## src/verilog/spi_status_regs.vh

```
// Constants of the status register bank: word addresses, frame layout, bit positions.
// Included by the status bank top module only; defines only.
`ifndef SPI_STATUS_REGS_VH
`define SPI_STATUS_REGS_VH

// Frame layout
`define FRAME_W 32
`define FRAME_ADDR_LSB 0
`define FRAME_ADDR_MSB 6
`define FRAME_MODE_BIT 7
`define FRAME_DATA_LSB 8
`define FRAME_DATA_MSB 23
`define FRAME_CRC_LSB 24
`define FRAME_CRC_MSB 31

// Word addresses (7 bit)
`define ADDR_SUPPLY_FAIL 7'h40
`define ADDR_THERMAL 7'h41
`define ADDR_DEVICE_INFO 7'h42
`define ADDR_WAKE_SOURCE 7'h44
`define ADDR_WAKE_LEVEL 7'h45
`define ADDR_GEN_BRIDGE 7'h50
`define ADDR_DELAY_REG 7'h51
`define ADDR_DS_OV 7'h52
`define ADDR_EFF_DELAY1 7'h53
`define ADDR_EFF_DELAY2 7'h54
`define ADDR_EFF_DELAY3 7'h55
`define ADDR_EDGE_TIME1 7'h57
`define ADDR_EDGE_TIME2 7'h58
`define ADDR_EDGE_TIME3 7'h59
`define ADDR_FAMILY_ID 7'h70

// Supply fail status bits
`define SUP_POR_BIT 15
`define SUP_RES_MASK 16'h6000
`define SUP_PUMP_OT_BIT 12
`define SUP_FS_UV_BIT 11
`define SUP_BATT_UV_BIT 6
`define SUP_BATT_OV_BIT 5
`define SUP_PUMP_UV_BIT 4
`define SUP_REG_SC_BIT 3
`define SUP_REG_UV_BIT 2
`define SUP_REG_OV_BIT 1
`define SUP_REG_WARN_BIT 0

// Reset values
`define STAT_RESET 16'h0000
`define SUP_POR_VALUE 16'h8000

// Consecutive regulator undervoltage count for fail-safe entry
`define FS_UV_COUNT 3'h4
`define WORD_ZERO 16'h0000

`endif

```

## src/verilog/status_word.v

```verilog
// One latched status word: sticky flags, word-wise clear, set wins over clear.
// Assumes event inputs are synchronous one-or-more-cycle levels on clk.
`timescale 1ns/1ps
`default_nettype none
module status_word #(
  parameter W = 16,
  parameter [W-1:0] RESET_VALUE = {W{1'b0}},
  parameter [W-1:0] VALID_MASK = {W{1'b1}}
) (
  input wire clk,
  input wire rst_b,
  input wire soft_reset,
  input wire clear,
  input wire [W-1:0] events,
  output wire [W-1:0] value
);
  reg [W-1:0] flags_q;
  reg [W-1:0] flags_d;

  // Next value: clear the word, then new events set their flags
  always @*
  begin
    flags_d = flags_q;
    if (clear)
      flags_d = {W{1'b0}};
    flags_d = flags_d | events;
  end

  // Flags latch; only clear or reset drops them
  always @(posedge clk)
  begin
    if (!rst_b)
      flags_q <= RESET_VALUE;
    else if (soft_reset)
      flags_q <= {W{1'b0}};
    else
      flags_q <= flags_d & VALID_MASK;
  end

  assign value = flags_q & VALID_MASK;
endmodule
`default_nettype wire

```

## src/verilog/spi_status_register_bank.v

```verilog
// Status register bank behind the 32-bit SPI frame of a motor gate driver.
// Assumes a decoded frame arrives as a one-cycle strobe with a checked CRC.
// Overview of operation
// A frame is 32 bits: 7-bit address, mode bit, two data bytes, CRC.
// Mode bit 0 returns the addressed word unchanged.
// Mode bit 1 clears the whole addressed word; payload ignored.
// Status data travels in frame bits 8 to 23.
// Flags latch until the master clears them.
// Device status words at 0x40, 0x41, 0x42, 0x44, 0x45.
// Bridge status words at 0x50 to 0x55 and 0x57 to 0x59.
// Address 0x70 returns a read-only family and product word.
// Supply bits 14 and 13 always read zero.
// Bit 12 latches charge pump overtemperature.
// Bit 11 latches fail-safe entry on fourth consecutive regulator undervoltage.
// Battery under/overvoltage bits 6 and 5 set only while regulator enabled.
// Bit 4 latches charge pump undervoltage.
// Bit 3 latches regulator output short to ground.
// Power-on flag reads 1 after power-on reset, 0 after soft reset.
// Bits 2, 1, 0 latch regulator undervoltage, overvoltage, prewarning.
// An event in the clear cycle keeps its flag set.
`timescale 1ns/1ps
`default_nettype none
`include "spi_status_regs.vh"
module spi_status_register_bank #(
  parameter W = 16,
  parameter [15:0] FAMILY_ID = 16'h5a01 // Arbitrary identification value
) (
  input wire clk,
  input wire rst_b,
  input wire soft_reset,
  input wire frame_valid,
  input wire [31:0] frame_in,
  output reg [31:0] frame_out,
  output reg frame_out_valid,
  output reg addr_error,
  input wire main_regulator_output,
  input wire pump_overtemp_flag,
  input wire regulator_uv_reset_event,
  input wire battery_undervoltage_flag,
  input wire battery_overvoltage_flag,
  input wire pump_undervoltage_flag,
  input wire regulator_short_flag,
  input wire regulator_undervoltage_flag,
  input wire regulator_overvoltage_flag,
  input wire regulator_prewarning_flag,
  input wire [W-1:0] supply_other_events,
  input wire [W-1:0] thermal_events,
  input wire [W-1:0] device_info_events,
  input wire [W-1:0] wake_source_events,
  input wire [W-1:0] wake_level_events,
  input wire [W-1:0] gen_bridge_events,
  input wire [W-1:0] delay_reg_events,
  input wire [W-1:0] ds_ov_events,
  input wire [W-1:0] eff_delay1_events,
  input wire [W-1:0] eff_delay2_events,
  input wire [W-1:0] eff_delay3_events,
  input wire [W-1:0] edge_time1_events,
  input wire [W-1:0] edge_time2_events,
  input wire [W-1:0] edge_time3_events
);
  // Word indices of the clearable status words
  localparam [3:0] IDX_SUPPLY = 4'h0;
  localparam [3:0] IDX_THERMAL = 4'h1;
  localparam [3:0] IDX_DEVICE_INFO = 4'h2;
  localparam [3:0] IDX_WAKE_SOURCE = 4'h3;
  localparam [3:0] IDX_WAKE_LEVEL = 4'h4;
  localparam [3:0] IDX_GEN_BRIDGE = 4'h5;
  localparam [3:0] IDX_DELAY_REG = 4'h6;
  localparam [3:0] IDX_DS_OV = 4'h7;
  localparam [3:0] IDX_EFF_DELAY1 = 4'h8;
  localparam [3:0] IDX_EFF_DELAY2 = 4'h9;
  localparam [3:0] IDX_EFF_DELAY3 = 4'ha;
  localparam [3:0] IDX_EDGE_TIME1 = 4'hb;
  localparam [3:0] IDX_EDGE_TIME2 = 4'hc;
  localparam [3:0] IDX_EDGE_TIME3 = 4'hd;
  localparam [3:0] IDX_NONE = 4'hf;
  // Mask of a word without reserved bits
  localparam [W-1:0] ALL_BITS = {W{1'b1}};

  // Index of the clearable word for a given address
  function [3:0] word_index;
    input [6:0] a;
    begin
      case (a)
        `ADDR_SUPPLY_FAIL: word_index = IDX_SUPPLY;
        `ADDR_THERMAL: word_index = IDX_THERMAL;
        `ADDR_DEVICE_INFO: word_index = IDX_DEVICE_INFO;
        `ADDR_WAKE_SOURCE: word_index = IDX_WAKE_SOURCE;
        `ADDR_WAKE_LEVEL: word_index = IDX_WAKE_LEVEL;
        `ADDR_GEN_BRIDGE: word_index = IDX_GEN_BRIDGE;
        `ADDR_DELAY_REG: word_index = IDX_DELAY_REG;
        `ADDR_DS_OV: word_index = IDX_DS_OV;
        `ADDR_EFF_DELAY1: word_index = IDX_EFF_DELAY1;
        `ADDR_EFF_DELAY2: word_index = IDX_EFF_DELAY2;
        `ADDR_EFF_DELAY3: word_index = IDX_EFF_DELAY3;
        `ADDR_EDGE_TIME1: word_index = IDX_EDGE_TIME1;
        `ADDR_EDGE_TIME2: word_index = IDX_EDGE_TIME2;
        `ADDR_EDGE_TIME3: word_index = IDX_EDGE_TIME3;
        default: word_index = IDX_NONE;
      endcase
    end
  endfunction

  wire [6:0] addr = frame_in[`FRAME_ADDR_MSB:`FRAME_ADDR_LSB];
  wire clear_mode = frame_in[`FRAME_MODE_BIT];
  wire [3:0] idx = word_index(addr);
  wire is_id = (addr == `ADDR_FAMILY_ID);

  // Fail-safe counter of consecutive regulator undervoltage resets
  reg [2:0] uv_count_q;
  reg [2:0] uv_count_d;
  reg fs_event;
  always @*
  begin
    uv_count_d = uv_count_q;
    fs_event = 1'b0;
    if (regulator_uv_reset_event)
    begin
      if (uv_count_q == `FS_UV_COUNT - 3'h1)
      begin
        fs_event = 1'b1;
        uv_count_d = 3'h0;
      end
      else
        uv_count_d = uv_count_q + 3'h1;
    end
    else if (main_regulator_output && !regulator_undervoltage_flag)
      uv_count_d = 3'h0;
  end

  always @(posedge clk)
  begin
    if (!rst_b)
      uv_count_q <= 3'h0;
    else if (soft_reset)
      uv_count_q <= 3'h0;
    else
      uv_count_q <= uv_count_d;
  end

  // Supply fail event vector
  reg [W-1:0] sup_events;
  always @*
  begin
    sup_events = supply_other_events & ~`SUP_RES_MASK;
    sup_events[`SUP_POR_BIT] = 1'b0;
    sup_events[`SUP_PUMP_OT_BIT] = pump_overtemp_flag;
    sup_events[`SUP_FS_UV_BIT] = fs_event;
    sup_events[`SUP_BATT_UV_BIT] = battery_undervoltage_flag & main_regulator_output;
    sup_events[`SUP_BATT_OV_BIT] = battery_overvoltage_flag & main_regulator_output;
    sup_events[`SUP_PUMP_UV_BIT] = pump_undervoltage_flag;
    sup_events[`SUP_REG_SC_BIT] = regulator_short_flag;
    sup_events[`SUP_REG_UV_BIT] = regulator_undervoltage_flag;
    sup_events[`SUP_REG_OV_BIT] = regulator_overvoltage_flag;
    sup_events[`SUP_REG_WARN_BIT] = regulator_prewarning_flag;
  end

  // Frame strobe that clears the addressed word
  wire clear_hit = frame_valid & clear_mode;

  // Current content of each status word
  wire [W-1:0] supply_value;
  wire [W-1:0] thermal_value;
  wire [W-1:0] device_info_value;
  wire [W-1:0] wake_source_value;
  wire [W-1:0] wake_level_value;
  wire [W-1:0] gen_bridge_value;
  wire [W-1:0] delay_reg_value;
  wire [W-1:0] ds_ov_value;
  wire [W-1:0] eff_delay1_value;
  wire [W-1:0] eff_delay2_value;
  wire [W-1:0] eff_delay3_value;
  wire [W-1:0] edge_time1_value;
  wire [W-1:0] edge_time2_value;
  wire [W-1:0] edge_time3_value;

  // Supply word: power-on flag set at reset, reserved bits held at zero
  status_word #(.W(W), .RESET_VALUE(`SUP_POR_VALUE), .VALID_MASK(~`SUP_RES_MASK)) u_supply (
    .clk(clk), .rst_b(rst_b), .soft_reset(soft_reset),
    .clear(clear_hit && (idx == IDX_SUPPLY)), .events(sup_events),
    .value(supply_value));

  // Thermal protection word
  status_word #(.W(W), .RESET_VALUE(`STAT_RESET), .VALID_MASK(ALL_BITS)) u_thermal (
    .clk(clk), .rst_b(rst_b), .soft_reset(soft_reset),
    .clear(clear_hit && (idx == IDX_THERMAL)), .events(thermal_events),
    .value(thermal_value));

  // Device information word
  status_word #(.W(W), .RESET_VALUE(`STAT_RESET), .VALID_MASK(ALL_BITS)) u_device_info (
    .clk(clk), .rst_b(rst_b), .soft_reset(soft_reset),
    .clear(clear_hit && (idx == IDX_DEVICE_INFO)), .events(device_info_events),
    .value(device_info_value));

  // Wake source word
  status_word #(.W(W), .RESET_VALUE(`STAT_RESET), .VALID_MASK(ALL_BITS)) u_wake_source (
    .clk(clk), .rst_b(rst_b), .soft_reset(soft_reset),
    .clear(clear_hit && (idx == IDX_WAKE_SOURCE)), .events(wake_source_events),
    .value(wake_source_value));

  // Wake input level word
  status_word #(.W(W), .RESET_VALUE(`STAT_RESET), .VALID_MASK(ALL_BITS)) u_wake_level (
    .clk(clk), .rst_b(rst_b), .soft_reset(soft_reset),
    .clear(clear_hit && (idx == IDX_WAKE_LEVEL)), .events(wake_level_events),
    .value(wake_level_value));

  // General bridge word
  status_word #(.W(W), .RESET_VALUE(`STAT_RESET), .VALID_MASK(ALL_BITS)) u_gen_bridge (
    .clk(clk), .rst_b(rst_b), .soft_reset(soft_reset),
    .clear(clear_hit && (idx == IDX_GEN_BRIDGE)), .events(gen_bridge_events),
    .value(gen_bridge_value));

  // Delay regulation word
  status_word #(.W(W), .RESET_VALUE(`STAT_RESET), .VALID_MASK(ALL_BITS)) u_delay_reg (
    .clk(clk), .rst_b(rst_b), .soft_reset(soft_reset),
    .clear(clear_hit && (idx == IDX_DELAY_REG)), .events(delay_reg_events),
    .value(delay_reg_value));

  // Drain-source overvoltage word
  status_word #(.W(W), .RESET_VALUE(`STAT_RESET), .VALID_MASK(ALL_BITS)) u_ds_ov (
    .clk(clk), .rst_b(rst_b), .soft_reset(soft_reset),
    .clear(clear_hit && (idx == IDX_DS_OV)), .events(ds_ov_events),
    .value(ds_ov_value));

  // Effective delay word, bridge 1
  status_word #(.W(W), .RESET_VALUE(`STAT_RESET), .VALID_MASK(ALL_BITS)) u_eff_delay1 (
    .clk(clk), .rst_b(rst_b), .soft_reset(soft_reset),
    .clear(clear_hit && (idx == IDX_EFF_DELAY1)), .events(eff_delay1_events),
    .value(eff_delay1_value));

  // Effective delay word, bridge 2
  status_word #(.W(W), .RESET_VALUE(`STAT_RESET), .VALID_MASK(ALL_BITS)) u_eff_delay2 (
    .clk(clk), .rst_b(rst_b), .soft_reset(soft_reset),
    .clear(clear_hit && (idx == IDX_EFF_DELAY2)), .events(eff_delay2_events),
    .value(eff_delay2_value));

  // Effective delay word, bridge 3
  status_word #(.W(W), .RESET_VALUE(`STAT_RESET), .VALID_MASK(ALL_BITS)) u_eff_delay3 (
    .clk(clk), .rst_b(rst_b), .soft_reset(soft_reset),
    .clear(clear_hit && (idx == IDX_EFF_DELAY3)), .events(eff_delay3_events),
    .value(eff_delay3_value));

  // Edge time word, bridge 1
  status_word #(.W(W), .RESET_VALUE(`STAT_RESET), .VALID_MASK(ALL_BITS)) u_edge_time1 (
    .clk(clk), .rst_b(rst_b), .soft_reset(soft_reset),
    .clear(clear_hit && (idx == IDX_EDGE_TIME1)), .events(edge_time1_events),
    .value(edge_time1_value));

  // Edge time word, bridge 2
  status_word #(.W(W), .RESET_VALUE(`STAT_RESET), .VALID_MASK(ALL_BITS)) u_edge_time2 (
    .clk(clk), .rst_b(rst_b), .soft_reset(soft_reset),
    .clear(clear_hit && (idx == IDX_EDGE_TIME2)), .events(edge_time2_events),
    .value(edge_time2_value));

  // Edge time word, bridge 3
  status_word #(.W(W), .RESET_VALUE(`STAT_RESET), .VALID_MASK(ALL_BITS)) u_edge_time3 (
    .clk(clk), .rst_b(rst_b), .soft_reset(soft_reset),
    .clear(clear_hit && (idx == IDX_EDGE_TIME3)), .events(edge_time3_events),
    .value(edge_time3_value));

  // Word read out before any clear of the same frame
  reg [W-1:0] read_word;
  always @*
  begin
    case (idx)
      IDX_SUPPLY: read_word = supply_value;
      IDX_THERMAL: read_word = thermal_value;
      IDX_DEVICE_INFO: read_word = device_info_value;
      IDX_WAKE_SOURCE: read_word = wake_source_value;
      IDX_WAKE_LEVEL: read_word = wake_level_value;
      IDX_GEN_BRIDGE: read_word = gen_bridge_value;
      IDX_DELAY_REG: read_word = delay_reg_value;
      IDX_DS_OV: read_word = ds_ov_value;
      IDX_EFF_DELAY1: read_word = eff_delay1_value;
      IDX_EFF_DELAY2: read_word = eff_delay2_value;
      IDX_EFF_DELAY3: read_word = eff_delay3_value;
      IDX_EDGE_TIME1: read_word = edge_time1_value;
      IDX_EDGE_TIME2: read_word = edge_time2_value;
      IDX_EDGE_TIME3: read_word = edge_time3_value;
      default: read_word = `WORD_ZERO;
    endcase
    if (is_id)
      read_word = FAMILY_ID;
  end

  // Answer frame; CRC byte left for the link layer to fill
  always @(posedge clk)
  begin
    if (!rst_b)
    begin
      frame_out <= 32'h00000000;
      frame_out_valid <= 1'b0;
      addr_error <= 1'b0;
    end
    else
    begin
      frame_out_valid <= frame_valid;
      if (frame_valid)
      begin
        frame_out <= {8'h00, read_word, frame_in[`FRAME_MODE_BIT], addr};
        addr_error <= ~is_id & (idx == IDX_NONE);
      end
    end
  end
endmodule
`default_nettype wire

```

## config.mk

```make
export PLATFORM = sky130hd
export DESIGN_NAME = spi_status_register_bank
export DESIGN_NICKNAME = d
export VERILOG_FILES = /design/src/verilog/status_word.v /design/src/verilog/spi_status_register_bank.v
export VERILOG_INCLUDE_DIRS = /design/src /design/src/verilog
export SDC_FILE = /design/constraint.sdc
export NUM_CORES = 1
export LEC_CHECK = 0
export BUFFER_PORTS_ARGS = -buffer_cell sky130_fd_sc_hd__buf_4
export CELL_PAD_IN_SITES_DETAIL_PLACEMENT = 1
export CELL_PAD_IN_SITES_GLOBAL_PLACEMENT = 2
export CORE_ASPECT_RATIO = 1.5
export CORE_MARGIN = 5
export CORE_UTILIZATION = 33
export CTS_BUF_LIST = sky130_fd_sc_hd__clkbuf_8
export DETAILED_ROUTE_END_ITERATION = 7
export GPL_ROUTABILITY_DRIVEN = 1
export GPL_TIMING_DRIVEN = 1
export PLACE_DENSITY = 0.95
export SLEW_MARGIN = 25
export SYNTH_ARGS = -nofsm -noshare
export SYNTH_HDL_FRONTEND = slang
export SYNTH_SLANG_ARGS = --single-unit
```

## constraint.sdc

```tcl
create_clock -name clk -period 2.78 [get_ports clk]
set_input_delay 0.417 -clock clk [delete_from_list [all_inputs] [get_ports clk]]
set_output_delay 0.417 -clock clk [all_outputs]
set_load 0.05 [all_outputs]
```

==> metrics.txt, run 1 <==
# TYPE chip_impl_metric gauge
chip_impl_metric{name="cts_inserted_buffers",unit=""} 40
chip_impl_metric{name="syn-instance-count",unit=""} 1127
chip_impl_metric{name="cp_data_arrival_time",unit="ns"} 2.40
chip_impl_info{name="grt_setup_unrepaired",value="no"} 1
chip_impl_metric{name="total_power",unit="mW"} 8.33
chip_impl_metric{name="gpl.final_weighted_congestion",unit=""} 0.929
chip_impl_info{name="worstHoldPathType",value="input port to flip-flop"} 1
chip_impl_metric{name="io_pins",unit=""} 304
chip_impl_metric{name="num_rows",unit=""} 78
chip_impl_metric{name="viasPerCell",unit=""} 5.30
chip_impl_metric{name="floorplan.die_area",unit="mm2"} 0.0338
chip_impl_metric{name="fill_cell_instance_count_of_the_final_layout",unit=""} 3615
chip_impl_metric{name="cts.hold.buffers_added",unit=""} 0
chip_impl_metric{name="cp.buffers_inverters",unit=""} 3
chip_impl_metric{name="worst_skew_late_latency",unit="ns"} 0.56
chip_impl_metric{name="grt_pass1_wl",unit="mm"} 60.0
chip_impl_metric{name="stdcell_area",unit="mm2"} 0.0133
chip_impl_info{name="holdPathEnd",value="u_eff_delay3.value[14]"} 1
chip_impl_metric{name="crit_path_max_fanout",unit=""} 27
chip_impl_metric{name="min_path_cells",unit=""} 3
chip_impl_metric{name="gr-usage-all-layers",unit=""} 0.229
chip_impl_metric{name="start_util",unit=""} 0.331
chip_impl_metric{name="h_tree_depth",unit=""} 2
chip_impl_metric{name="finalCoreUtilization",unit=""} 0.441
chip_impl_info{name="r2r_end",value="frame_out[14]"} 1
chip_impl_metric{name="yosys_warning_total",unit=""} 0
chip_impl_info{name="cp_common_cell",value="sky130_fd_sc_hd__buf_4"} 1
chip_impl_metric{name="clk_pin_slew",unit="ns"} 0.06
chip_impl_metric{name="cts_setup_buffers",unit=""} 0
chip_impl_info{name="setup.worst_path.class",value="input port to flip-flop"} 1
chip_impl_metric{name="final_hold_vio_count",unit=""} 0
chip_impl_metric{name="postRouteAntennaNets",unit=""} 0
chip_impl_metric{name="post_dp_cell_area",unit="mm2"} 0.0123
chip_impl_metric{name="final_min_period_over_clock_period",unit=""} 0.708
chip_impl_info{name="clk_root_buffer_cell",value="sky130_fd_sc_hd__clkbuf_8"} 1
chip_impl_info{name="setup.worst_path.start_class",value="input port"} 1
chip_impl_metric{name="postSynth.asyncResetShare",unit=""} 0
chip_impl_metric{name="drv_cap",unit=""} 0
chip_impl_info{name="critical-path-slowest-cell",value="sky130_fd_sc_hd__nand2_1"} 1
chip_impl_info{name="status",value="complete, no violations"} 1
chip_impl_metric{name="number_of_optimization_iterations_in_the_first_detailed_route_pass",unit=""} 5
chip_impl_metric{name="final.hold.worst_slack",unit="ns"} 0.0472
chip_impl_metric{name="synth.lib_cells_used.distinct",unit=""} 65
chip_impl_metric{name="number_of_antenna_violations_at_the_first_check_in_global_routing",unit=""} 6
chip_impl_metric{name="worst_path_largest_cell_delay",unit="ns"} 0.45
chip_impl_metric{name="drive_above_1_share",unit=""} 0.284
chip_impl_info{name="cp_cell_sequence",value="buf_4 -> buf_4 -> nor4_2 -> buf_4 -> nand2_1 -> a21oi_1 -> nor2_1"} 1
chip_impl_metric{name="ff2ff_path_depth",unit=""} 4
chip_impl_metric{name="setup_total_negative_slack",unit="ns"} 0
chip_impl_metric{name="postSynthAreaPerCell",unit="um2"} 8.83
chip_impl_metric{name="avgRoutedWirePerCell",unit="um"} 22.2
chip_impl_metric{name="critPathRequiredTime",unit="ns"} 3.22
chip_impl_metric{name="timing.slew.headroom",unit=""} 0.510
chip_impl_metric{name="synth-edff-count",unit=""} 0
chip_impl_metric{name="min_period",unit="ns"} 1.97
chip_impl_metric{name="placedCellCount",unit=""} 1749
chip_impl_metric{name="cts.sinks",unit=""} 251
chip_impl_metric{name="power-per-cell-area",unit="mW/mm2"} 629
chip_impl_metric{name="layout.cells.non_filler",unit=""} 1826
chip_impl_metric{name="cts_max_path_buffers",unit=""} 3
chip_impl_metric{name="area_growth_syn_to_layout",unit="%"} 33.2
chip_impl_metric{name="fin_worst_skew",unit="ns"} 0.0162
chip_impl_metric{name="post-dp-hpwl",unit="mm"} 31.0
chip_impl_metric{name="cts_repair_resize_count",unit=""} 0
chip_impl_metric{name="max_freq",unit="GHz"} 0.508
chip_impl_metric{name="detailedPlace.worstSlack",unit="ns"} 0.304
chip_impl_metric{name="grt-ovfl-total",unit=""} 0
chip_impl_info{name="ys.flop_type",value="sky130_fd_sc_hd__dfxtp_1"} 1
chip_impl_metric{name="worstMarginPinSlew",unit="ns"} 0.733
chip_impl_metric{name="synth.ff_latch_count",unit=""} 251
chip_impl_info{name="min_from",value="eff_delay3_events[14]"} 1
chip_impl_metric{name="r2r_slack",unit="ns"} 1.15
chip_impl_info{name="timing.critical_path.to_type",value="flip-flop"} 1
chip_impl_metric{name="maximum_number_of_pins_on_one_net_before_global_route_repair",unit=""} 68
chip_impl_metric{name="leakagePower",unit="nW"} 5.56
chip_impl_metric{name="final-max-slew-violation-count",unit=""} 0
chip_impl_metric{name="final-setup-viol-count",unit=""} 0
chip_impl_metric{name="chipWidth",unit="um"} 152
chip_impl_metric{name="netlist_area",unit="mm2"} 0.00995
chip_impl_info{name="path_delay_family",value="simple AND/OR/NAND/NOR gates"} 1
chip_impl_metric{name="wirelength",unit="mm"} 40.6
chip_impl_metric{name="power.ir.vdd_worst",unit="mV"} 0.251
chip_impl_metric{name="ys_seq_area_frac",unit=""} 0.505
chip_impl_metric{name="final_net_count",unit=""} 1662
chip_impl_metric{name="core_area",unit="mm2"} 0.0301
chip_impl_metric{name="drc_errors",unit=""} 0
chip_impl_info{name="timing.rr.start",value="u_eff_delay2.value[6]"} 1
chip_impl_metric{name="port_buffers",unit=""} 259
chip_impl_metric{name="die_y",unit="um"} 223
chip_impl_metric{name="dr.first_iter.drc_count",unit=""} 569
chip_impl_info{name="cts_tree",value="built"} 1
chip_impl_metric{name="grt_pass1_vias",unit=""} 10200
chip_impl_metric{name="setup_ws_post_layout",unit="ns"} 0.811
chip_impl_metric{name="routed-via-count",unit=""} 9686
## cells in the final DEF, fill, tap and decap left out, drive strengths merged, types with 18 or more instances in the layout
cell type / synthesis / layout
buf: 47 / 304
dfxtp: 251 / 251
a21oi: 242 / 242
nor2: 234 / 234
clkbuf: 42 / 53
nand2: 44 / 44
a22oi: 43 / 43
mux2i: 27 / 27
mux2: 20 / 20
o21ai: 18 / 18
## synthesized netlist by cell type, types with 9 or more instances
library cell                  n  area share
sky130_fd_sc_hd__nor2b_1     11      0.0069
sky130_fd_sc_hd__nor2_1     234       0.088
sky130_fd_sc_hd__nand3b_1     9      0.0068
sky130_fd_sc_hd__mux2i_1     27       0.027
sky130_fd_sc_hd__a22oi_1     43       0.032
sky130_fd_sc_hd__mux2_2      20       0.023
sky130_fd_sc_hd__a21oi_1    242        0.12
sky130_fd_sc_hd__o21ai_0     14      0.0070
sky130_fd_sc_hd__buf_4       16       0.012
sky130_fd_sc_hd__nand2_1     43       0.016
sky130_fd_sc_hd__a2bb2oi_1   10      0.0088
sky130_fd_sc_hd__dfxtp_1    251        0.50
sky130_fd_sc_hd__clkbuf_1    41       0.015
sky130_fd_sc_hd__buf_2       24       0.012
## final cells by class
cell class	count	area (um2)	share of cell area
antenna	6	15.0	0.00113
clock buffer	53	729	0.0550
clock inverter	18	165	0.0125
inverter	3	11.3	0.000850
multi-input combinational	791	4490	0.339
sequential	251	5020	0.379
tap	400	500	0.0378
timing repair buffer	304	2320	0.175
## per-layer routing
metal | GRT usage | part of all wire | vias to the layer above
li1 | - | - | 4533
met1 | 0.249 | 0.38 | 4727
met2 | 0.413 | 0.51 | 323
met3 | 0.0429 | 0.048 | 103
met4 | 0.128 | 0.057 | 0
met5 | 0 | 0 | -
## worst min-delay path: cells and delay by family
family                 cells  cell delay, ns
buffers and inverters      1            0.08
AO/OA/AOI/OAI              1            0.03
AND/OR/NAND/NOR            1            0.06
## cells by family (layout without fill, tap and decap cells)
logic type      Yosys count  in the layout  share of synthesized area
simple gates            347            347                      0.160
other cells               1             14                   0.000377
buf+inv                  92            378                     0.0476
mux                      47             47                     0.0498
compound gates          388            388                      0.236
flops                   251            251                      0.505
fa+ha+maj                 1              1                    0.00126
## flip-flops by register name, indices dropped and copies added (netlist names), 14 cells and up
register,count
u_gen_bridge.value,16
u_wake_source.value,16
u_eff_delay1.value,16
u_eff_delay2.value,16
u_supply.flags_q,14
u_wake_level.value,16
u_ds_ov.value,16
u_thermal.value,16
frame_out,24
u_edge_time3.value,16
u_edge_time1.value,16
u_edge_time2.value,16
u_delay_reg.value,16
u_eff_delay3.value,16
u_device_info.value,16
## how the worst max path moves through the flow
stage,cells past startpoint,endpoint,from
detailed placement,7,u_gen_bridge.value[8],frame_in[3]
global placement,7,u_gen_bridge.value[10],frame_in[3]
CTS,7,u_gen_bridge.value[4],frame_in[3]
global route,7,u_gen_bridge.value[8],frame_in[3]
finish,7,u_gen_bridge.value[4],frame_in[3]
floorplan,5,frame_out[14],frame_in[4]
## power by group
| part | internal [mW] | switching [mW] |
|---|---|---|
| registers | 3.77 | 0.0978 |
| logic | 0.441 | 0.510 |
| clock network | 1.99 | 1.53 |
| total | 6.20 | 2.14 |
Power figures use the tool's default switching activity.
==> inputs of run 2 (changes only) <==
CORE_UTILIZATION = 31   (was 33)
PLACE_DENSITY = 0.93   (was 0.95)
clock period = 2 ns   (was 2.78 ns; I/O delays follow)
==> run 2 against run 1 <==
Net effect: critical path depth increased by 2; cell count increased by 16%; clock-buffer cell count decreased by 1; hold slack got worse by 0.011 ns; final area grew 20%; non-clock buffer count is 282 higher; sequential cell count did not move; clock skew increased by 0.017 ns; clock power is 27% higher; global-route usage increased by 4.7 points; register-to-register slack worse by 0.91 ns; first-iteration DRC count is 16% higher.
==> metrics.txt, run 2 (synthesis gave the netlist of run 1 again) <==
# TYPE chip_impl_metric gauge
chip_impl_info{name="status",value="complete, no violations"} 1
chip_impl_metric{name="drc_errors",unit=""} 0
chip_impl_metric{name="final_net_count",unit=""} 1944
chip_impl_metric{name="port_buffers",unit=""} 259
chip_impl_metric{name="grt_pass1_wl",unit="mm"} 75.8
chip_impl_metric{name="h_tree_depth",unit=""} 2
chip_impl_metric{name="power.ir.vdd_worst",unit="mV"} 0.514
chip_impl_metric{name="wirelength",unit="mm"} 51.8
chip_impl_metric{name="routed-via-count",unit=""} 11400
chip_impl_metric{name="clk_pin_slew",unit="ns"} 0.06
chip_impl_metric{name="maximum_number_of_pins_on_one_net_before_global_route_repair",unit=""} 86
chip_impl_metric{name="die_y",unit="um"} 229
chip_impl_metric{name="gpl.final_weighted_congestion",unit=""} 0.890
chip_impl_metric{name="max_freq",unit="GHz"} 0.563
chip_impl_metric{name="gr-usage-all-layers",unit=""} 0.276
chip_impl_info{name="most-common-layout-cells",value="sky130_fd_sc_hd__buf_4, sky130_fd_sc_hd__dfxtp_1, sky130_fd_sc_hd__a21oi_1, sky130_fd_sc_hd__nor2_1, sky130_fd_sc_hd__dlygate4sd3_1"} 1
chip_impl_info{name="min_from",value="main_regulator_output"} 1
chip_impl_metric{name="largest_register_ffs",unit=""} 24
chip_impl_info{name="grt_setup_unrepaired",value="no"} 1
chip_impl_metric{name="critPathRequiredTime",unit="ns"} 2.48
chip_impl_metric{name="total_power",unit="mW"} 11.7
chip_impl_metric{name="avgRoutedWirePerCell",unit="um"} 24.3
chip_impl_metric{name="setup_ws_post_layout",unit="ns"} 0.223
chip_impl_info{name="timing.rr.start",value="u_edge_time3.value[1]"} 1
chip_impl_metric{name="stdcell_area",unit="mm2"} 0.0159
chip_impl_metric{name="timing.slew.headroom",unit=""} 0.509
chip_impl_metric{name="viasPerCell",unit=""} 5.37
chip_impl_info{name="timing.critical_path.to_type",value="flip-flop"} 1
chip_impl_metric{name="io_pins",unit=""} 304
chip_impl_metric{name="power-per-cell-area",unit="mW/mm2"} 735
chip_impl_metric{name="grt-ovfl-total",unit=""} 0
chip_impl_metric{name="num_rows",unit=""} 80
chip_impl_metric{name="ff2ff_path_depth",unit=""} 6
chip_impl_metric{name="core_area",unit="mm2"} 0.0317
chip_impl_metric{name="worstMarginPinSlew",unit="ns"} 0.735
chip_impl_metric{name="crit_path_max_fanout",unit=""} 14
chip_impl_metric{name="placedCellCount",unit=""} 1819
chip_impl_metric{name="final-max-slew-violation-count",unit=""} 0
chip_impl_metric{name="worst_skew_late_latency",unit="ns"} 0.58
chip_impl_metric{name="min_period",unit="ns"} 1.78
chip_impl_metric{name="cp_data_arrival_time",unit="ns"} 2.26
chip_impl_metric{name="cts_max_path_buffers",unit=""} 3
chip_impl_metric{name="chipWidth",unit="um"} 156
chip_impl_info{name="setup.worst_path.start_class",value="input port"} 1
chip_impl_metric{name="fin_worst_skew",unit="ns"} 0.0332
chip_impl_metric{name="final_min_period_over_clock_period",unit=""} 0.888
chip_impl_metric{name="start_util",unit=""} 0.314
chip_impl_metric{name="final-setup-viol-count",unit=""} 0
chip_impl_metric{name="cts.sinks",unit=""} 251
chip_impl_metric{name="dr.first_iter.drc_count",unit=""} 660
chip_impl_metric{name="cts_inserted_buffers",unit=""} 40
chip_impl_metric{name="drv_cap",unit=""} 0
chip_impl_metric{name="floorplan.die_area",unit="mm2"} 0.0359
chip_impl_info{name="clk_root_buffer_cell",value="sky130_fd_sc_hd__clkbuf_8"} 1
chip_impl_metric{name="detailedPlace.worstSlack",unit="ns"} -0.0838
chip_impl_metric{name="min_path_cells",unit=""} 3
chip_impl_metric{name="cts_repair_resize_count",unit=""} 0
chip_impl_metric{name="number_of_optimization_iterations_in_the_first_detailed_route_pass",unit=""} 5
chip_impl_metric{name="drive_above_1_share",unit=""} 0.268
chip_impl_info{name="layout_commonest_cell",value="sky130_fd_sc_hd__buf_4"} 1
chip_impl_metric{name="post_dp_cell_area",unit="mm2"} 0.0129
chip_impl_metric{name="postRouteAntennaNets",unit=""} 0
chip_impl_info{name="worst_setup_path_startpoint",value="frame_in[3]"} 1
chip_impl_metric{name="final.hold.worst_slack",unit="ns"} 0.0360
chip_impl_info{name="cts_tree",value="built"} 1
chip_impl_metric{name="grt_pass1_vias",unit=""} 12800
chip_impl_metric{name="layout.cells.non_filler",unit=""} 2127
chip_impl_metric{name="leakagePower",unit="nW"} 6.76
chip_impl_info{name="setup.worst_path.class",value="input port to flip-flop"} 1
chip_impl_metric{name="area_growth_syn_to_layout",unit="%"} 60.2
chip_impl_info{name="worstHoldPathType",value="input port to flip-flop"} 1
chip_impl_metric{name="number_of_antenna_violations_at_the_first_check_in_global_routing",unit=""} 18
chip_impl_metric{name="final_hold_vio_count",unit=""} 0
chip_impl_info{name="max_flop_register",value="frame_out"} 1
chip_impl_metric{name="post-dp-hpwl",unit="mm"} 33.4
run 2: cell types whose count changed in the layout (fill, tap and decap cells not counted), sizes merged:
cell / previous run / this run
buf: 304 / 364
bufinv: 3 / 0
diode: 6 / 19
clkinv: 6 / 2
dlygate4sd3: 0 / 222
inv: 10 / 14
clkbuf: 53 / 52
run 2: metal layers:
metal,wire length [um],track usage,up-vias
met5,0,0,-
met4,4320,0.201,0
met3,2580,0.0478,215
met2,26700,0.497,514
met1,18100,0.280,5590
li1,-,-,5094
run 2: path summary, 6_finish.rpt:
check | endpoint | slack, ns
max | frame_out[9] | 0.22
max reg2reg | frame_out[9] | 0.24
min | u_supply.flags_q[6] | 0.04
min reg2reg | uv_count_q[2] | 0.47
run 2: repair_timing:
action,in CTS,in global routing
endpoints found under the hold margin,222,0
hold buffers,222,0
setup buffers,0,0
endpoints found under the setup margin,0,0
run 2: report_power, final:
group,switching (mW),internal [mW]
logic,0.881,0.961
clock network,2.16,2.31
registers,0.165,5.24
run 2: through the flow:
stage / utilization / TNS (ns)
after floorplan: - / 0
after global placement: 0.406 / -0.193
after detailed placement: 0.406 / -0.297
after CTS: 0.501 / 0
after global routing: 0.502 / 0
final: 0.503 / 0
run 2: layout make-up:
| cell class | count | area, um2 |
|---|---|---|
| Tap cell | 410 | 513 |
| Fill cell | 3623 | 15800 |
| Antenna cell | 19 | 47.5 |
| Inverter | 3 | 11.3 |
| Clock inverter | 15 | 66.3 |
| Sequential cell | 251 | 5020 |
| Clock buffer | 52 | 716 |
| Multi-Input combinational cell | 791 | 4490 |
| Timing Repair Buffer | 586 | 5080 |
run 2: worst max-delay path, cell delays in order:
cell and delay, ns:
sky130_fd_sc_hd__buf_4 0.17, sky130_fd_sc_hd__buf_4 0.17, sky130_fd_sc_hd__nor4b_4 0.27, sky130_fd_sc_hd__buf_4 0.29, sky130_fd_sc_hd__a2bb2oi_1 0.14, sky130_fd_sc_hd__o22ai_1 0.46
sky130_fd_sc_hd__buf_4 0.22, sky130_fd_sc_hd__a221oi_1 0.05, sky130_fd_sc_hd__o21ai_1 0.17
==> inputs of run 3 (changes only) <==
ABC_AREA = 1   (was unset)
CORE_UTILIZATION = 29   (was 31)
PLACE_DENSITY = 0.94   (was 0.93)
==> run 3 against run 2 <==
Net effect: sequential cell count unchanged; clock skew decreased by 0.0039 ns; final area decreased by 3.2%; critical path depth decreased by 2; die area grew 4.6%; global-route usage decreased by 2.4 points; core utilization shrank 3.9 points; worst setup slack improved by 0.20 ns; clock-buffer cell count shrank 2; routed wire length shrank 5.2%; power is 2.4% lower; cell count increased by 8.1%.
==> metrics.txt, run 3 <==
# TYPE chip_impl_metric gauge
chip_impl_metric{name="grt_pass1_vias",unit=""} 12700
chip_impl_metric{name="clk_pin_slew",unit="ns"} 0.06
chip_impl_metric{name="wirelength",unit="mm"} 49.1
chip_impl_metric{name="switching_share",unit=""} 0.264
chip_impl_metric{name="worst_path_largest_cell_delay",unit="ns"} 0.45
chip_impl_metric{name="cts_inserted_buffers",unit=""} 42
chip_impl_metric{name="yosys_warning_total",unit=""} 0
chip_impl_metric{name="drv_cap",unit=""} 0
chip_impl_metric{name="floorplan.die_area",unit="mm2"} 0.0375
chip_impl_info{name="synthMostInstantiatedCell",value="sky130_fd_sc_hd__nor2_1"} 1
chip_impl_metric{name="globalRouteMet3Util",unit=""} 0.0431
chip_impl_metric{name="syn-instance-count",unit=""} 1335
chip_impl_metric{name="leakagePower",unit="nW"} 6.93
chip_impl_info{name="cp_common_cell",value="sky130_fd_sc_hd__nor2_2"} 1
chip_impl_metric{name="largest_register_ffs",unit=""} 24
chip_impl_info{name="setup.worst_path.class",value="input port to flip-flop"} 1
chip_impl_metric{name="synth-edff-count",unit=""} 0
chip_impl_metric{name="max_freq",unit="GHz"} 0.636
chip_impl_metric{name="post-dp-hpwl",unit="mm"} 31.6
chip_impl_metric{name="grt-ovfl-total",unit=""} 0
chip_impl_info{name="timing.critical_path.to_type",value="flip-flop"} 1
chip_impl_info{name="status",value="complete, no violations"} 1
chip_impl_info{name="globalRoute.busiestLayer",value="met2"} 1
chip_impl_metric{name="fin_worst_skew",unit="ns"} 0.0293
chip_impl_metric{name="power-per-cell-area",unit="mW/mm2"} 740
chip_impl_metric{name="gr-usage-all-layers",unit=""} 0.252
chip_impl_metric{name="viasPerCell",unit=""} 5.02
chip_impl_metric{name="ys_seq_area_frac",unit=""} 0.515
chip_impl_metric{name="postSynthAreaPerCell",unit="um2"} 7.32
chip_impl_info{name="setup.worst_path.start_class",value="input port"} 1
chip_impl_metric{name="routed-via-count",unit=""} 11500
chip_impl_metric{name="drc_errors",unit=""} 0
chip_impl_metric{name="fill_cell_instance_count_of_the_final_layout",unit=""} 4033
chip_impl_metric{name="detailedPlace.worstSlack",unit="ns"} -0.00335
chip_impl_metric{name="setup_ws_post_layout",unit="ns"} 0.428
chip_impl_info{name="cts_tree",value="built"} 1
chip_impl_metric{name="finalCoreUtilization",unit=""} 0.463
chip_impl_metric{name="pwr-share-seq",unit=""} 0.471
chip_impl_metric{name="netlist_area",unit="mm2"} 0.00977
chip_impl_metric{name="number_of_optimization_iterations_in_the_first_detailed_route_pass",unit=""} 5
chip_impl_metric{name="met1_capacity_usage_during_global_routing",unit=""} 0.248
chip_impl_metric{name="core_area",unit="mm2"} 0.0333
chip_impl_metric{name="critPathRequiredTime",unit="ns"} 2.42
chip_impl_metric{name="crit_path_max_fanout",unit=""} 16
chip_impl_metric{name="drive_above_1_share",unit=""} 0.206
chip_impl_metric{name="h_tree_depth",unit=""} 2
chip_impl_metric{name="chipWidth",unit="um"} 160
chip_impl_info{name="critical-path-slowest-cell",value="sky130_fd_sc_hd__nand2_1"} 1
chip_impl_info{name="max_flop_register",value="frame_out"} 1
chip_impl_info{name="clk_root_buffer_cell",value="sky130_fd_sc_hd__clkbuf_8"} 1
chip_impl_metric{name="area_growth_syn_to_layout",unit="%"} 58.1
chip_impl_metric{name="worst_skew_late_latency",unit="ns"} 0.57
chip_impl_metric{name="power.ir.vdd_worst",unit="mV"} 0.468
chip_impl_metric{name="io_pins",unit=""} 304
chip_impl_metric{name="grt_pass1_wl",unit="mm"} 73.5
chip_impl_metric{name="p_int",unit="mW"} 8.42
chip_impl_info{name="worstHoldPathType",value="input port to flip-flop"} 1
chip_impl_info{name="ys.flop_type",value="sky130_fd_sc_hd__dfxtp_1"} 1
chip_impl_metric{name="grt_util_met2",unit=""} 0.484
chip_impl_metric{name="final_net_count",unit=""} 2107
chip_impl_metric{name="yosysTopAreaCellShare",unit=""} 0.515
chip_impl_info{name="synth_largest_area_cell",value="sky130_fd_sc_hd__dfxtp_1"} 1
chip_impl_metric{name="final-setup-viol-count",unit=""} 0
chip_impl_metric{name="maximum_number_of_pins_on_one_net_before_global_route_repair",unit=""} 51
chip_impl_info{name="synth_top_cells_by_area",value="sky130_fd_sc_hd__dfxtp_1, sky130_fd_sc_hd__a21oi_1, sky130_fd_sc_hd__nor2_1, sky130_fd_sc_hd__nand2_1, sky130_fd_sc_hd__nand3_1"} 1
chip_impl_info{name="cp_cell_sequence",value="buf_4 -> nor2_2 -> nand3_1 -> nor2_2 -> nand2_1 -> a21oi_1 -> nor2_1"} 1
chip_impl_metric{name="synth.ff_latch_count",unit=""} 251
chip_impl_metric{name="postSynth.asyncResetShare",unit=""} 0
chip_impl_metric{name="cp_data_arrival_time",unit="ns"} 1.99
chip_impl_metric{name="final_hold_vio_count",unit=""} 0
chip_impl_metric{name="postRouteAntennaNets",unit=""} 0
chip_impl_metric{name="number_of_antenna_violations_at_the_first_check_in_global_routing",unit=""} 17
chip_impl_info{name="most-common-layout-cells",value="sky130_fd_sc_hd__buf_4, sky130_fd_sc_hd__nor2_1, sky130_fd_sc_hd__a21oi_1, sky130_fd_sc_hd__dfxtp_1, sky130_fd_sc_hd__nand2_1"} 1
chip_impl_metric{name="final-max-slew-violation-count",unit=""} 0
chip_impl_metric{name="port_buffers",unit=""} 259
chip_impl_metric{name="multi_input_area",unit="mm2"} 0.00429
chip_impl_metric{name="comb_power_share",unit=""} 0.133
chip_impl_info{name="grt_setup_unrepaired",value="no"} 1
chip_impl_metric{name="min_period",unit="ns"} 1.57
chip_impl_metric{name="storage_element_area",unit="mm2"} 0.00502
chip_impl_metric{name="cts.sinks",unit=""} 251
chip_impl_info{name="yosys-top-cells-count",value="sky130_fd_sc_hd__nor2_1, sky130_fd_sc_hd__a21oi_1, sky130_fd_sc_hd__dfxtp_1, sky130_fd_sc_hd__nand2_1, sky130_fd_sc_hd__nand3_1"} 1
chip_impl_metric{name="num_rows",unit=""} 82
chip_impl_metric{name="dr.first_iter.drc_count",unit=""} 598
chip_impl_metric{name="start_util",unit=""} 0.293
chip_impl_metric{name="final_min_period_over_clock_period",unit=""} 0.786
chip_impl_metric{name="worstMarginPinSlew",unit="ns"} 0.641
chip_impl_metric{name="setup_total_negative_slack",unit="ns"} 0
chip_impl_metric{name="switchingPower",unit="mW"} 3.01
chip_impl_metric{name="die_y",unit="um"} 235
chip_impl_metric{name="synth.lib_cells_used.distinct",unit=""} 20
chip_impl_info{name="layout_commonest_cell",value="sky130_fd_sc_hd__buf_4"} 1
chip_impl_metric{name="avgRoutedWirePerCell",unit="um"} 21.3
chip_impl_metric{name="cts_max_path_buffers",unit=""} 3
chip_impl_metric{name="clock_power_share",unit=""} 0.396
chip_impl_metric{name="gpl.final_weighted_congestion",unit=""} 0.900
chip_impl_metric{name="cts_repair_resize_count",unit=""} 0
chip_impl_metric{name="timing.slew.headroom",unit=""} 0.571
==> run 3: changes by cell type after synthesis, moves of 10 or more <==
cell | before | now
sky130_fd_sc_hd__a22oi_1 | 43 | 0
sky130_fd_sc_hd__a2bb2oi_1 | 10 | 0
sky130_fd_sc_hd__inv_1 | 3 | 30
sky130_fd_sc_hd__mux2_2 | 20 | 0
sky130_fd_sc_hd__mux2i_1 | 27 | 0
sky130_fd_sc_hd__nand2_1 | 43 | 247
sky130_fd_sc_hd__nand3_1 | 7 | 146
sky130_fd_sc_hd__nor2_1 | 234 | 294
sky130_fd_sc_hd__nor2b_1 | 11 | 0
==> run 3: power by group through the flow <==
stage | Clock (mW) | Combinational (mW) | Sequential, mW
2_1_floorplan | 0 | 0.455 | 5.50
3_3_place_gp | 0 | 1.08 | 5.47
6_report | 4.53 | 1.52 | 5.38
3_5_place_dp | 0 | 1.11 | 5.48
4_1_cts | 4.60 | 1.47 | 5.37
5_1_grt | 4.87 | 1.63 | 5.40
==> run 3: per-stage QoR <==
stage	instance area (um2)	instances	hold slack, ns	total power [mW]
final	15400	2300	0.0266	11.4
after global routing	15400	2300	0.0134	11.9
after CTS	15400	2283	0.0157	11.4
after detailed placement	12400	1993	0.462	6.59
after global placement	12400	1993	0.455	6.55
after floorplan	9790	1342	0.417	5.96
==> run 3: layout make-up <==
| type | count | share of cell area |
|---|---|---|
| antenna | 17 | 0.00275 |
| tap | 420 | 0.0340 |
| clock buffer | 50 | 0.0446 |
| timing repair buffer | 526 | 0.300 |
| clock inverter | 21 | 0.00737 |
| inverter | 34 | 0.00826 |
| sequential | 251 | 0.325 |
| multi-input combinational | 981 | 0.278 |
==> run 3: worst paths after layout <==
check / start / end / slack [ns] / cells past startpoint
worst max-delay path: frame_in[2] / u_eff_delay1.value[2] / 0.43 / 7
worst min-delay path: regulator_undervoltage_flag / u_supply.flags_q[2] / 0.03 / 3
worst max register to register: u_eff_delay1.value[8] / frame_out[16] / 0.64 / 6
worst min register to register: frame_out[18] / frame_out[18] / 0.47 / 2
==> run 3: what timing repair did <==
item                                    4_1_cts  5_1_grt
setup buffers                                 0        0
hold buffers                                219        0
endpoints found under the setup margin        0        0
hold endpoints to repair                    218        0
==> run 3: cells by family (layout without fill, tap and decap cells) <==
| kind of cell | Yosys count | count (layout) | synth area share |
|---|---|---|---|
| DFF | 251 | 251 | 0.515 |
| buffers and inverters | 110 | 631 | 0.0500 |
| adders and majority gates | 1 | 1 | 0.00128 |
| other | 1 | 25 | 0.000384 |
| and+or+nand+nor | 707 | 707 | 0.298 |
| AOI/OAI and AO/OA | 265 | 265 | 0.136 |
==> run 3: per-layer routing <==
metal	routed length [um]	up-vias	part of all wire
li1	-	5388	-
met1	17100	5548	0.35
met2	26400	439	0.54
met3	2220	165	0.045
met4	3360	0	0.069
met5	0	-	0
==> run 3: critical path: cells and delay by family <==
kind | cells | cell delay (ns)
compound gates | 1 | 0.38
buf+inv | 1 | 0.13
simple gates | 5 | 1.17
